`config.mk`:
```
export PLATFORM = sky130hd
export DESIGN_NAME = iedisp_core
export DESIGN_NICKNAME = d
export VERILOG_FILES = /design/src/iedisp_pkg.sv /design/src/iedisp_core.sv
export SDC_FILE = /design/constraint.sdc
export NUM_CORES = 1
export LEC_CHECK = 0
export BUFFER_PORTS_ARGS = -buffer_cell sky130_fd_sc_hd__buf_2
export CORE_ASPECT_RATIO = 0.8
export CORE_MARGIN = 1
export CORE_UTILIZATION = 56
export CTS_CLUSTER_SIZE = 12
export DETAILED_ROUTE_END_ITERATION = 8
export GPL_ROUTABILITY_DRIVEN = 1
export PLACE_DENSITY = 0.95
export SETUP_SLACK_MARGIN = 0.15
export SLEW_MARGIN = 25
export SYNTH_ARGS = -nofsm -noshare
export SYNTH_HDL_FRONTEND = slang
export SYNTH_SLANG_ARGS = --single-unit
```
`constraint.sdc`:
```
create_clock -name core_clk -period 3.6 [get_ports core_clk]
set_input_delay 0.36 -clock core_clk [delete_from_list [all_inputs] [get_ports core_clk]]
set_output_delay 0.36 -clock core_clk [all_outputs]
set_load 0.02 [all_outputs]
```
`src/iedisp_pkg.sv`:
```
// Shared constants, types and the vector classifier of the interrupt dispatch block.
// Assumes a core that reports exceptions by vector number and a separate
// bus unit that runs the interrupt acknowledge sequence on request.

`timescale 1ns/10ps

package iedisp_pkg;

  // ----------------------------------------------------------------------
  // Vector numbers
  // ----------------------------------------------------------------------
  localparam int unsigned VEC_COUNT      = 256;
  localparam logic [7:0]  VEC_DIVIDE     = 8'h00;
  localparam logic [7:0]  VEC_DEBUG      = 8'h01;
  localparam logic [7:0]  VEC_NMI        = 8'h02;
  localparam logic [7:0]  VEC_BREAK      = 8'h03;
  localparam logic [7:0]  VEC_OVERFLOW   = 8'h04;
  localparam logic [7:0]  VEC_BOUNDS     = 8'h05;
  localparam logic [7:0]  VEC_OPCODE     = 8'h06;
  localparam logic [7:0]  VEC_NODEV      = 8'h07;
  localparam logic [7:0]  VEC_DOUBLE     = 8'h08;
  localparam logic [7:0]  VEC_OVERRUN    = 8'h09;
  localparam logic [7:0]  VEC_TSS        = 8'h0a;
  localparam logic [7:0]  VEC_PAGE       = 8'h0e;
  localparam logic [7:0]  VEC_RSVD15     = 8'h0f;
  localparam logic [7:0]  VEC_COPROC     = 8'h10;
  localparam logic [7:0]  VEC_USER_FIRST = 8'h20;

  // ----------------------------------------------------------------------
  // Flags word and table layout
  // ----------------------------------------------------------------------
  localparam logic [31:0] FLAGS_RESET      = 32'h0000_0002;
  localparam int unsigned IF_POS_DEFAULT   = 9;
  localparam int unsigned TBL_OFS_W        = 11;
  localparam int unsigned ENTRY_SHIFT_REAL = 2;  // 4 byte entries
  localparam int unsigned ENTRY_SHIFT_PROT = 3;  // 8 byte entries

  // ----------------------------------------------------------------------
  // Types
  // ----------------------------------------------------------------------
  typedef enum logic [1:0] {CLS_FAULT, CLS_TRAP, CLS_ABORT, CLS_MASKABLE_IRQ_IN} iedisp_cls_e;
  typedef enum logic [1:0] {ST_IDLE, ST_PUSH, ST_ACK, ST_LOAD} iedisp_state_e;

endpackage

// Maps a vector and its source onto the way it is reported
module iedisp_classify
  import iedisp_pkg::*;
(
  // Vector and source
  input  wire logic [7:0]  vec,
  input  wire logic        is_hw,
  input  wire logic        is_soft,
  input  wire logic        dbg_fault,
  // Classification
  output iedisp_cls_e      cls,
  output logic             reserved
);

  // ----------------------------------------------------------------------
  // Class table
  // ----------------------------------------------------------------------
  // Reserved vectors are handled like faults so that a retry stays possible
  always_comb begin
    reserved = ((vec == VEC_RSVD15) || (vec > VEC_COPROC && vec < VEC_USER_FIRST))
               && !is_soft && !is_hw;
    if (is_hw) begin
      cls = CLS_MASKABLE_IRQ_IN;
    end else if (is_soft) begin
      cls = CLS_TRAP;
    end else begin
      unique case (vec)
        VEC_DEBUG:    cls = dbg_fault ? CLS_FAULT : CLS_TRAP;
        VEC_BREAK:    cls = CLS_TRAP;
        VEC_OVERFLOW: cls = CLS_TRAP;
        VEC_DOUBLE:   cls = CLS_ABORT;
        VEC_OVERRUN:  cls = CLS_ABORT;
        default:      cls = CLS_FAULT;
      endcase
    end
  end

endmodule

```
`src/iedisp_core.sv`:
```
// Interrupt and exception dispatch: ranks requests, saves return state,
// obtains the vector and hands the table offset to the core.
// Assumes the core stalls while busy is high and pushes push_ip and
// push_flags on the stack when push_valid pulses.
//
// Overview of operation
// - Hardware interrupts only after instruction completes; the code also takes them at rep_window, mid-instruction
// - Faults serviced before the faulting instruction executes
// - Fault return address is the faulting instruction
// - Trap return address is the next instruction
// - Aborts report severe errors, imprecise location
// - Up to 256 vectors, first 32 reserved
// - Real entries 4 bytes, protected 8 bytes
// - Push address and flags, then vector, then load
// - Interrupt return restores state and resumes
// - Maskable vector comes from the acknowledge sequence
// - Maskable taken when request high and enabled
// - Repeated string moves open an interrupt window
// - Handler entry clears enable; return restores it
// - Non-maskable uses vector 2, no acknowledge
// - Nested non-maskable held, one latched until return
// - Non-maskable entry clears the interrupt enable
// - Two-byte software interrupt: any vector, trap
// - Breakpoint uses vector 3 as a trap
// - Non-maskable before maskable at the same boundary
// - Fixed vector assignments for processor exceptions
// - Page fault vector 14 points at instruction
// - Debug checks precede external request checks

`timescale 1ns/10ps

module iedisp_core
  import iedisp_pkg::*;
#(
  parameter int unsigned IP_W   = 32,
  parameter int unsigned IF_POS = IF_POS_DEFAULT
)(
  // Clock and reset
  input  wire logic                 core_clk,
  input  wire logic                 arst_n,
  // External request pins
  input  wire logic                 nmi_pin,
  input  wire logic                 maskable_irq_in,
  // Instruction stream
  input  wire logic                 instr_boundary,
  input  wire logic                 rep_window,
  input  wire logic [IP_W-1:0]      cur_ip,
  input  wire logic [IP_W-1:0]      next_ip,
  input  wire logic                 prot_mode,
  // Exceptions and software interrupts
  input  wire logic                 exc_valid,
  input  wire logic [7:0]           exc_vector,
  input  wire logic                 soft_valid,
  input  wire logic [7:0]           soft_vector,
  input  wire logic                 soft_one_byte,
  input  wire logic                 debug_trap,
  input  wire logic                 debug_fault,
  // Flags writes and interrupt return
  input  wire logic                 flags_wr_en,
  input  wire logic [31:0]          flags_wr_data,
  input  wire logic                 interrupt_return_instr,
  input  wire logic [IP_W-1:0]      interrupt_return_instr_ip,
  input  wire logic [31:0]          interrupt_return_instr_flags,
  // Acknowledge sequence answer
  input  wire logic                 inta_done,
  input  wire logic [7:0]           inta_vector,
  // Dispatch outputs
  output logic                      busy,
  output logic                      push_valid,
  output logic [IP_W-1:0]           push_ip,
  output logic [31:0]               push_flags,
  output logic                      cancel_instr,
  output logic                      inta_req,
  output logic                      vec_valid,
  output logic [7:0]                vec_num,
  output iedisp_cls_e               vec_class,
  output logic                      vec_reserved,
  output logic [TBL_OFS_W-1:0]      table_offset,
  // Return and status
  output logic                      resume_valid,
  output logic [IP_W-1:0]           resume_ip,
  output logic [31:0]               processor_flags_word,
  output logic                      nmi_in_service
);

  // ----------------------------------------------------------------------
  // Parameter checks
  // ----------------------------------------------------------------------
  if (IF_POS > 31) begin : g_bad_if
    $error("IF_POS must address a bit of the 32-bit flags word");
  end
  if (IP_W < 16) begin : g_bad_ipw
    $error("IP_W must be at least 16");
  end

  // ----------------------------------------------------------------------
  // State
  // ----------------------------------------------------------------------
  typedef struct packed {
    logic [2:0]          nmi_sync;
    logic                nmi_lvl;
    logic [2:0]          irq_sync;
    logic                irq_lvl;
    logic                nmi_pend;
    logic                nmi_active;
    iedisp_state_e       st;
    logic [7:0]          vec;
    logic                src_hw;
    logic                src_nmi;
    logic                src_soft;
    logic                src_dbgf;
    logic                at_rep;
    logic                prot;
    logic [IP_W-1:0]     ip_here;
    logic [IP_W-1:0]     ip_next;
    logic [31:0]         flags;
    logic                busy;
    logic                push_valid;
    logic [IP_W-1:0]     push_ip;
    logic [31:0]         push_flags;
    logic                cancel;
    logic                inta_req;
    logic                vec_valid;
    logic [7:0]          vec_out;
    iedisp_cls_e         cls_out;
    logic                rsvd_out;
    logic [TBL_OFS_W-1:0] tbl_ofs;
    logic                resume_valid;
    logic [IP_W-1:0]     resume_ip;
  } iedisp_state_s;

  iedisp_state_s st_r;
  iedisp_state_s st_nxt;

  iedisp_cls_e cls_cur;
  logic        rsvd_cur;
  logic        boundary;
  logic        nmi_rise;
  logic        take_exc;
  logic        take_soft;
  logic        take_dtrap;
  logic        take_dfault;
  logic        take_nmi;
  logic        take_irq;
  logic        take_any;

  // ----------------------------------------------------------------------
  // Classification of the held vector
  // ----------------------------------------------------------------------
  iedisp_classify iedisp_classify_inst (
    .vec       (st_r.vec),
    .is_hw     (st_r.src_hw),
    .is_soft   (st_r.src_soft),
    .dbg_fault (st_r.src_dbgf),
    .cls       (cls_cur),
    .reserved  (rsvd_cur)
  );

  // ----------------------------------------------------------------------
  // Request ranking
  // ----------------------------------------------------------------------
  // Exceptions of the running instruction come first, then at a boundary
  // debug trap, debug fault, non-maskable and finally maskable requests
  always_comb begin
    boundary    = instr_boundary || rep_window;
    nmi_rise    = (st_r.nmi_sync[1] == st_r.nmi_sync[2]) && st_r.nmi_sync[2]
                  && !st_r.nmi_lvl;
    take_exc    = (st_r.st == ST_IDLE) && exc_valid;
    take_soft   = (st_r.st == ST_IDLE) && !exc_valid && soft_valid;
    take_dtrap  = (st_r.st == ST_IDLE) && !exc_valid && !soft_valid && boundary
                  && debug_trap;
    take_dfault = (st_r.st == ST_IDLE) && !exc_valid && !soft_valid && boundary
                  && !debug_trap && debug_fault;
    take_nmi    = (st_r.st == ST_IDLE) && !exc_valid && !soft_valid && boundary
                  && !debug_trap && !debug_fault
                  && st_r.nmi_pend && !st_r.nmi_active;
    take_irq    = (st_r.st == ST_IDLE) && !exc_valid && !soft_valid && boundary
                  && !debug_trap && !debug_fault
                  && !(st_r.nmi_pend && !st_r.nmi_active)
                  && st_r.irq_lvl && st_r.flags[IF_POS];
    take_any    = take_exc || take_soft || take_dtrap || take_dfault
                  || take_nmi || take_irq;
  end

  // ----------------------------------------------------------------------
  // Next state
  // ----------------------------------------------------------------------
  always_comb begin
    st_nxt = st_r;

    // Pins pass three flops; a change counts once the last two agree
    st_nxt.nmi_sync = {st_r.nmi_sync[1:0], nmi_pin};
    st_nxt.irq_sync = {st_r.irq_sync[1:0], maskable_irq_in};
    if (st_r.nmi_sync[1] == st_r.nmi_sync[2]) begin
      st_nxt.nmi_lvl = st_r.nmi_sync[2];
    end
    if (st_r.irq_sync[1] == st_r.irq_sync[2]) begin
      st_nxt.irq_lvl = st_r.irq_sync[2];
    end

    // One-cycle pulses default low
    st_nxt.push_valid   = 1'b0;
    st_nxt.cancel       = 1'b0;
    st_nxt.vec_valid    = 1'b0;
    st_nxt.resume_valid = 1'b0;

    // A rising request latches once; a new edge wins over the take
    st_nxt.nmi_pend = nmi_rise || (st_r.nmi_pend && !take_nmi);

    // Flags written by the core when nothing overrides them
    if (flags_wr_en) begin
      st_nxt.flags = flags_wr_data;
    end

    // Interrupt return reopens the non-maskable path and restores state
    if (interrupt_return_instr) begin
      st_nxt.flags        = interrupt_return_instr_flags;
      st_nxt.nmi_active   = 1'b0;
      st_nxt.resume_valid = 1'b1;
      st_nxt.resume_ip    = interrupt_return_instr_ip;
    end

    unique case (st_r.st)
      ST_IDLE: begin
        if (take_any) begin
          st_nxt.st       = ST_PUSH;
          st_nxt.src_hw   = take_nmi || take_irq;
          st_nxt.src_nmi  = take_nmi;
          st_nxt.src_soft = take_soft;
          st_nxt.src_dbgf = take_dfault;
          st_nxt.at_rep   = rep_window && !instr_boundary;
          st_nxt.prot     = prot_mode;
          st_nxt.ip_here  = cur_ip;
          st_nxt.ip_next  = next_ip;
          // Vector known now for everything but the maskable request
          if (take_exc) begin
            st_nxt.vec = exc_vector;
          end else if (take_soft) begin
            st_nxt.vec = soft_one_byte ? VEC_BREAK : soft_vector;
          end else if (take_dtrap || take_dfault) begin
            st_nxt.vec = VEC_DEBUG;
          end else if (take_nmi) begin
            st_nxt.vec = VEC_NMI;
          end else begin
            st_nxt.vec = 8'h00;
          end
          if (take_nmi) begin
            st_nxt.nmi_active = 1'b1;
          end
        end
      end

      ST_PUSH: begin
        // Return state goes out before the vector is fetched
        st_nxt.push_valid = 1'b1;
        st_nxt.push_flags = st_r.flags;
        if (st_r.src_hw) begin
          // Window inside a string move resumes the same instruction
          st_nxt.push_ip = st_r.at_rep ? st_r.ip_here : st_r.ip_next;
        end else if (cls_cur == CLS_TRAP) begin
          st_nxt.push_ip = st_r.ip_next;
        end else begin
          st_nxt.push_ip = st_r.ip_here;
          st_nxt.cancel  = 1'b1;
        end
        // Handler entry masks further maskable requests
        st_nxt.flags[IF_POS] = 1'b0;
        if (st_r.src_hw && !st_r.src_nmi) begin
          st_nxt.st       = ST_ACK;
          st_nxt.inta_req = 1'b1;
        end else begin
          st_nxt.st = ST_LOAD;
        end
      end

      ST_ACK: begin
        // Held until the bus unit returns the controller's vector
        if (inta_done) begin
          st_nxt.vec      = inta_vector;
          st_nxt.inta_req = 1'b0;
          st_nxt.st       = ST_LOAD;
        end
      end

      ST_LOAD: begin
        st_nxt.vec_valid = 1'b1;
        st_nxt.vec_out   = st_r.vec;
        st_nxt.cls_out   = cls_cur;
        st_nxt.rsvd_out  = rsvd_cur;
        // Offset into the table scales with the entry size of the mode
        st_nxt.tbl_ofs   = st_r.prot
          ? (TBL_OFS_W'(st_r.vec) << ENTRY_SHIFT_PROT)
          : (TBL_OFS_W'(st_r.vec) << ENTRY_SHIFT_REAL);
        st_nxt.st        = ST_IDLE;
      end
    endcase

    st_nxt.busy = (st_nxt.st != ST_IDLE);
  end

  // ----------------------------------------------------------------------
  // Register
  // ----------------------------------------------------------------------
  always_ff @(posedge core_clk or negedge arst_n) begin
    if (!arst_n) begin
      st_r       <= '0;
      st_r.st    <= ST_IDLE;
      st_r.flags <= FLAGS_RESET;
    end else begin
      st_r <= st_nxt;
    end
  end

  // ----------------------------------------------------------------------
  // Outputs
  // ----------------------------------------------------------------------
  assign busy                 = st_r.busy;
  assign push_valid           = st_r.push_valid;
  assign push_ip              = st_r.push_ip;
  assign push_flags           = st_r.push_flags;
  assign cancel_instr         = st_r.cancel;
  assign inta_req             = st_r.inta_req;
  assign vec_valid            = st_r.vec_valid;
  assign vec_num              = st_r.vec_out;
  assign vec_class            = st_r.cls_out;
  assign vec_reserved         = st_r.rsvd_out;
  assign table_offset         = st_r.tbl_ofs;
  assign resume_valid         = st_r.resume_valid;
  assign resume_ip            = st_r.resume_ip;
  assign processor_flags_word = st_r.flags;
  assign nmi_in_service       = st_r.nmi_active;
endmodule

```
==> Yosys cells after proc, flatten, opt, wreduce, memory -nomap -nowiden <==
Index checks and enable logic that the tools add are counted.
{ "op_classes": {"n_reduce_logical": 56, "n_lt_le_gt_ge": 2, "muxes": 32, "eq_ne": 15} }
{ "ops": {"columns": ["operator", "n"], "rows": [
  ["$mux W32", 5],
  ["$mux W81", 1],
  ["$mux W66", 1],
  ["$mux W33", 1],
  ["$eq A8 B4 Y1 const B", 3],
  ["$mux W8", 3],
  ["$logic_and A1 B1 Y1", 23],
  ["$mux W23", 1],
  ["$pmux W8 S2", 1],
  ["$logic_not A1 Y1", 12],
  ["$mux W11", 1],
  ["$logic_or A1 B1 Y1", 10],
  ["$mux W1", 10],
  ["$mux W10", 1],
  ["$eq A8 B1 Y1 const B", 1],
  ["$eq A8 B2 Y1 const B", 1],
  ["$eq A8 B3 Y1 const B", 1],
  ["$gt A8 B5 Y1 const B", 1],
  ["$lt A8 B6 Y1 const B", 1],
  ["$mux W2", 4],
  ["$pmux W2 S4", 1],
  ["$reduce_bool A2 Y1", 4],
  ["$ne A2 B2 Y1 const B", 3],
  ["$pmux W2 S3", 1],
  ["other kinds (9)", 14]
]} }
{ "word_totals": {"output_inout_bits": 157, "input_bits": 199, "elab_cells": 136, "reg_bits": 246} }

==> Depth between registers and ports, before layout <==
{ "depth": {"depth_word": 15, "depth_mapped": 8, "mapped_depth_nobuf": 7} }

==> By module <==
A second synthesis with hierarchy kept.
{ "hier_totals": {"cells_unflattened": 916, "area_unflattened_um2": 11164.5} }
{ "modules_own_cells": {"columns": ["module", "area_per_inst_um2", "cells_per_inst", "seq_area_each_um2", "instances"], "rows": [
  ["iedisp_core", 11039.3, 899, 6107.1, 1],
  ["iedisp_classify", 125.1, 17, 0.0, 1]
]} }

==> Worst setup path after synthesis <==
No wires, ideal clock.
{ "synth_timing": {"path_kind": "register to register", "startpoint": "register st_r[234] (netlist bit)", "endpoint": "register st_r[174] (netlist bit)", "t_arrival_ns": 1.861, "setup_ns": 0.125, "setup_slack_ns": 1.614, "period_less_slack_ns": 1.986, "path_stages_with_launch": 7, "required_time_ns": 3.475, "path_buffers": 1, "path_cell_list": "dfrtp_1 > inv_1 > ha_1 > nand4b_2 > o21ai_4 > buf_2 > mux2_2"} }
{ "synth_between": {"elab_chain_len": 11, "word_cells_on_any_way": 21, "cone_classes": "reduce/logical (21)"} }
{ "synth_lines": {"columns": ["item", "line_no", "rtl"], "rows": [
  ["start, declared", "iedisp_core.sv:132", "iedisp_state_s st_r;"],
  ["start signal, assigned", "iedisp_core.sv:310", "st_r <= st_nxt;"],
  ["$logic_not A2 Y1 (*)", null, null],
  ["$logic_and A1 B1 Y1 (3 in series)", null, null],
  ["$logic_and A1 B1 Y1", "iedisp_core.sv:173, iedisp_core.sv:175, iedisp_core.sv:178", null],
  ["$logic_and A1 B1 Y1", "iedisp_core.sv:175, iedisp_core.sv:178", null],
  ["$logic_and A1 B1 Y1, on equally long branches", "iedisp_core.sv:176, iedisp_core.sv:179", null],
  ["$logic_and A1 B1 Y1, on equally long branches", "iedisp_core.sv:176, iedisp_core.sv:180", null],
  ["$logic_or A1 B1 Y1 / $logic_and A1 B1 Y1 (equally long branches)", "iedisp_core.sv:182, iedisp_core.sv:180", null],
  ["$logic_or A1 B1 Y1", "iedisp_core.sv:182", "|| take_nmi || take_irq;"],
  ["$reduce_and A2 Y1 (no source line) (*)", null, null]
]} }
Every way passes the cells marked *; elsewhere a longest branch is shown, timed or not.
A chain may end at the register's enable or synchronous reset.

==> Worst setup path in the final report <==
{ "layout_timing": {"startpoint": "register st_r[234] (netlist bit)", "endpoint": "register st_r[228] (netlist bit)"} }
{ "layout_between": {"elab_chain_len": 12, "word_cells_on_any_way": 29, "cone_classes": "eq/ne (3); mux (4); reduce/logical (22)"} }
{ "layout_lines": {"columns": ["item", "line_no"], "rows": [
  ["$logic_not A2 Y1", null],
  ["$logic_and A1 B1 Y1 (3 in series)", null],
  ["$logic_and A1 B1 Y1", "iedisp_core.sv:173, iedisp_core.sv:175, iedisp_core.sv:178"],
  ["$logic_and A1 B1 Y1", "iedisp_core.sv:175, iedisp_core.sv:178"],
  ["$logic_and A1 B1 Y1, on equally long branches", "iedisp_core.sv:176, iedisp_core.sv:179"],
  ["$logic_and A1 B1 Y1, on equally long branches", "iedisp_core.sv:176, iedisp_core.sv:180"],
  ["$logic_or A1 B1 Y1 / $logic_and A1 B1 Y1 (equally long branches)", "iedisp_core.sv:182, iedisp_core.sv:180"],
  ["$logic_or A1 B1 Y1", "iedisp_core.sv:182"],
  ["$ne A2 B2 Y1 (no source line)", null],
  ["$reduce_and A3 Y1 (no source line)", null]
]} }
Parallel ways exist; a longest one is shown, timed or not. The select of a mux whose other input is x is not followed.

==> summary.md <==
| Metric | Value |
|---|---|
| Layout cells sized above 1 | `47.5%` |
| Initial Utilization | `57.2%` |
| Slew @ Worst Pin | `982 ps` |
| HP Class | `input port to flip-flop` |
| Total grt overflow | `0` |
| Largest net degree at the start of global routing | `92` |
| Crit path to | `st_r[228]` |
| Die Wd | `164 um` |
| Crit share post-route | `69.8%` |
| Post-CTS sizing | `0` |
| Peak Freq | `0.398 GHz` |
| Via count | `8,238` |
| CP startpoint kind | `flip-flop` |
| Reg2reg end | `st_r[228]` |
| Max FO, Critical Path | `73` |
| NumNets Final | `1,422` |
| Total track usage | `26.1%` |
| FILL cells | `1,531` |
| Final setup viols | `0` |
| First-pass GRT wire length | `44,600 um` |
| CP max-delay cell | `dfrtp_1` |
| Routed WL per cell | `19.0 um` |
| CTS Root Cell | `clkbuf_16` |
| DRT antenna net count | `0` |
| Relative slew margins | `34.6%` |
| CP cell instances | `inv_1 -> ha_1 -> nand4b_2 -> o21ai_4 -> buf_12 -> a2bb2oi_4 -> mux2_2` |
| Num ports | `356` |
| Die Height | `132 um` |
| # hold bufs at CTS | `3` |
| Worst Path Buf+Inv | `2` |
| Leakage power | `6.41 nW` |
| # rows | `47` |
| Crit path DAT | `2900 ps` |
| Drt drc | `0` |
| Post-synthesis average cell area | `11.5 um2` |
| Pwr Density | `882 nW/um2` |
| H-tree depth | `1` |
| # Max-Cap Violations | `0` |
| P&R area growth vs syn | `14.7%` |
| Critical setup path kind | `flip-flop to flip-flop` |
| Die ar. | `21,700 um2` |
| Sequential share of the synthesized area | `51.8%` |
| Setup TNS | `0 ps` |
| Post-synth cell types | `43` |
| Synth Instances | `1,029` |
| Post-Route WL | `28,500 um` |
| Worst setup EP type | `flip-flop` |
| Vias/cell | `5.48` |
| RSZ-0062 raised after global routing | `no` |
| Total Power | `11.9 mW` |
| Placed Area | `12,700 um2` |
| YS warnings | `0` |
| Worst path depth | `7` |
| CP Launch Point | `st_r[234]` |
| R2r setup slk | `1090 ps` |
| Leading cell type in the layout, fill and taps excluded | `buf_2` |
| Non-filler instance count after layout | `1,502` |
| Ant diodes | `0` |
| CTS buffer count | `25` |
| Crit path largest cell delay | `430 ps` |
| Flops & latches, synth | `244` |
| Postcts setup bufs | `0` |
| Max VDD drop | `0.000586 V` |
| FF-to-FF Start | `st_r[234]` |
| Final setup skew | `10.3 ps` |
| Area of the mapped netlist | `11,800 um2` |
| TritonCTS clock tree | `built` |
| Most frequent cells in the layout | `buf_2, dfrtp_1, mux2_2, nand2_1, o21ai_0` |
| Data required time at the worst endpoint | `3990 ps` |
| Crit-path leading delay family | `compound AO/OA/AOI/OAI gates` |
| GPL Wtd Cong | `0.879` |
| Drt pass-1 iters | `5` |
| Post-route cell area | `13,500 um2` |
| Period minus WS final | `2510 ps` |
| Total clock sinks | `244` |
| Worst hold slack | `56.3 ps` |
| Cells after DPL | `1,455` |
| Clk_lat worst skew | `510 ps` |
| Status | `finished clean` |
| Total core area | `20,600 um2` |
| Final Hold Violating Endpoints | `0` |
| Number of global-route vias before repair | `8,468` |
| Max clock buf depth | `3` |
| First DRT Iteration DRCs | `584` |
| IO Port Bufs | `353` |
| Reg2Reg Depth | `7` |
| Initial antenna violation count | `0` |
| Worst-path clk slew | `60 ps` |
| Final Max Tran Viols | `0` |
| DP Wirelength | `20,100 um` |
==> state kept, by name, summed over array words and instances (netlist names), 2 cells and up <==
| register | count |
|---|---|
| push_ip | 32 |
| st_r | 85 |
| vec_class | 2 |
| resume_ip | 32 |
| processor_flags_word | 32 |
| push_flags | 32 |
| st_nxt | 4 |
| table_offset | 9 |
| vec_num | 8 |
==> worst register-to-register path: cells and delay by family, from the launching register on <==
family | cells | cell delay (ps)
compound gates | 2 | 530
mux | 1 | 370
flops | 1 | 430
fa+ha+maj | 1 | 350
buf+inv | 2 | 510
simple gates | 1 | 210
==> per-layer routing <==
metal  vias to the layer above  track usage [%]  routed length [um]
met5                         -                0                   0
met4                         0             6.22                 575
met3                        55             5.60                1930
met2                       325             43.2               13900
met1                      4082             35.0               12100
li1                       3776                -                   -
==> layout make-up <==
cell class	instances	area [um2]	share of cell area (%)
timing repair buffer	367	1970	14.6
multi-input combinational	567	4310	31.8
inverter	12	45.0	0.333
clock buffer	43	763	5.64
sequential	244	6110	45.1
tap	269	337	2.49
==> synth_stat cells, drive strengths merged <==
cell	instances	area, um2
or3	2	12.5
nor2b	5	31.3
a22o	2	17.5
o21a	1	7.51
nand2b	5	31.3
a31oi	2	18.8
or2	3	18.8
nand3	33	165
conb	1	3.75
and4b	1	10.0
a2bb2oi	1	26.3
ha	6	75.1
nor2	50	190
a41oi	33	289
a221oi	2	17.5
nor3b	6	45.0
nor4	1	6.26
a21oi	20	104
maj3	1	10.0
o21ai	52	272
inv	12	45.0
clkbuf	36	135
mux2i	39	390
nand4b	1	15.0
and2	3	18.8
dfrtp	243	6080
o31ai	2	15.0
o22a	2	17.5
nand2	108	405
nand3b	3	22.5
buf	171	1250
nor3	2	15.0
a21o	1	8.76
mux2	178	2000
dfstp	1	26.3
==> worst min-delay path by stage <==
stage | start | endpoint | slack [ps] | cells past startpoint
floorplan | arst_n | busy | 60 | 0
global placement | st_nxt[240] | st_nxt[241] | 340 | 0
detailed placement | st_nxt[240] | st_nxt[241] | 330 | 0
CTS | interrupt_return_instr_flags[8] | processor_flags_word[8] | 40 | 3
global route | interrupt_return_instr_flags[25] | processor_flags_word[25] | 40 | 3
finish | interrupt_return_instr_flags[25] | processor_flags_word[25] | 60 | 3
==> metrics by stage <==
step,util [%],setup WS [ps]
2_1_floorplan,-,1610
3_3_place_gp,61.5,1220
3_5_place_dp,61.6,1100
4_1_cts,65.5,1090
5_1_grt,65.5,954
6_report,65.5,1090
==> power by group <==
group	total, mW	internal [mW]	switching, mW
registers	4.53	3.79	0.746
clock network	2.44	1.42	1.02
logic	4.96	2.21	2.76
total	11.9	7.41	4.52
==> cells by family (layout without fill, tap and decap cells) <==
family | Yosys count | in the layout | share of synthesized area (%)
fa+ha+maj | 7 | 7 | 0.721
simple gates | 223 | 223 | 8.37
flops | 244 | 244 | 51.8
mux | 217 | 217 | 20.3
compound gates | 118 | 118 | 6.72
buf+inv | 219 | 422 | 12.1
other cells | 1 | 2 | 0.0318
Note: power is estimated with default switching activity, not from simulation.
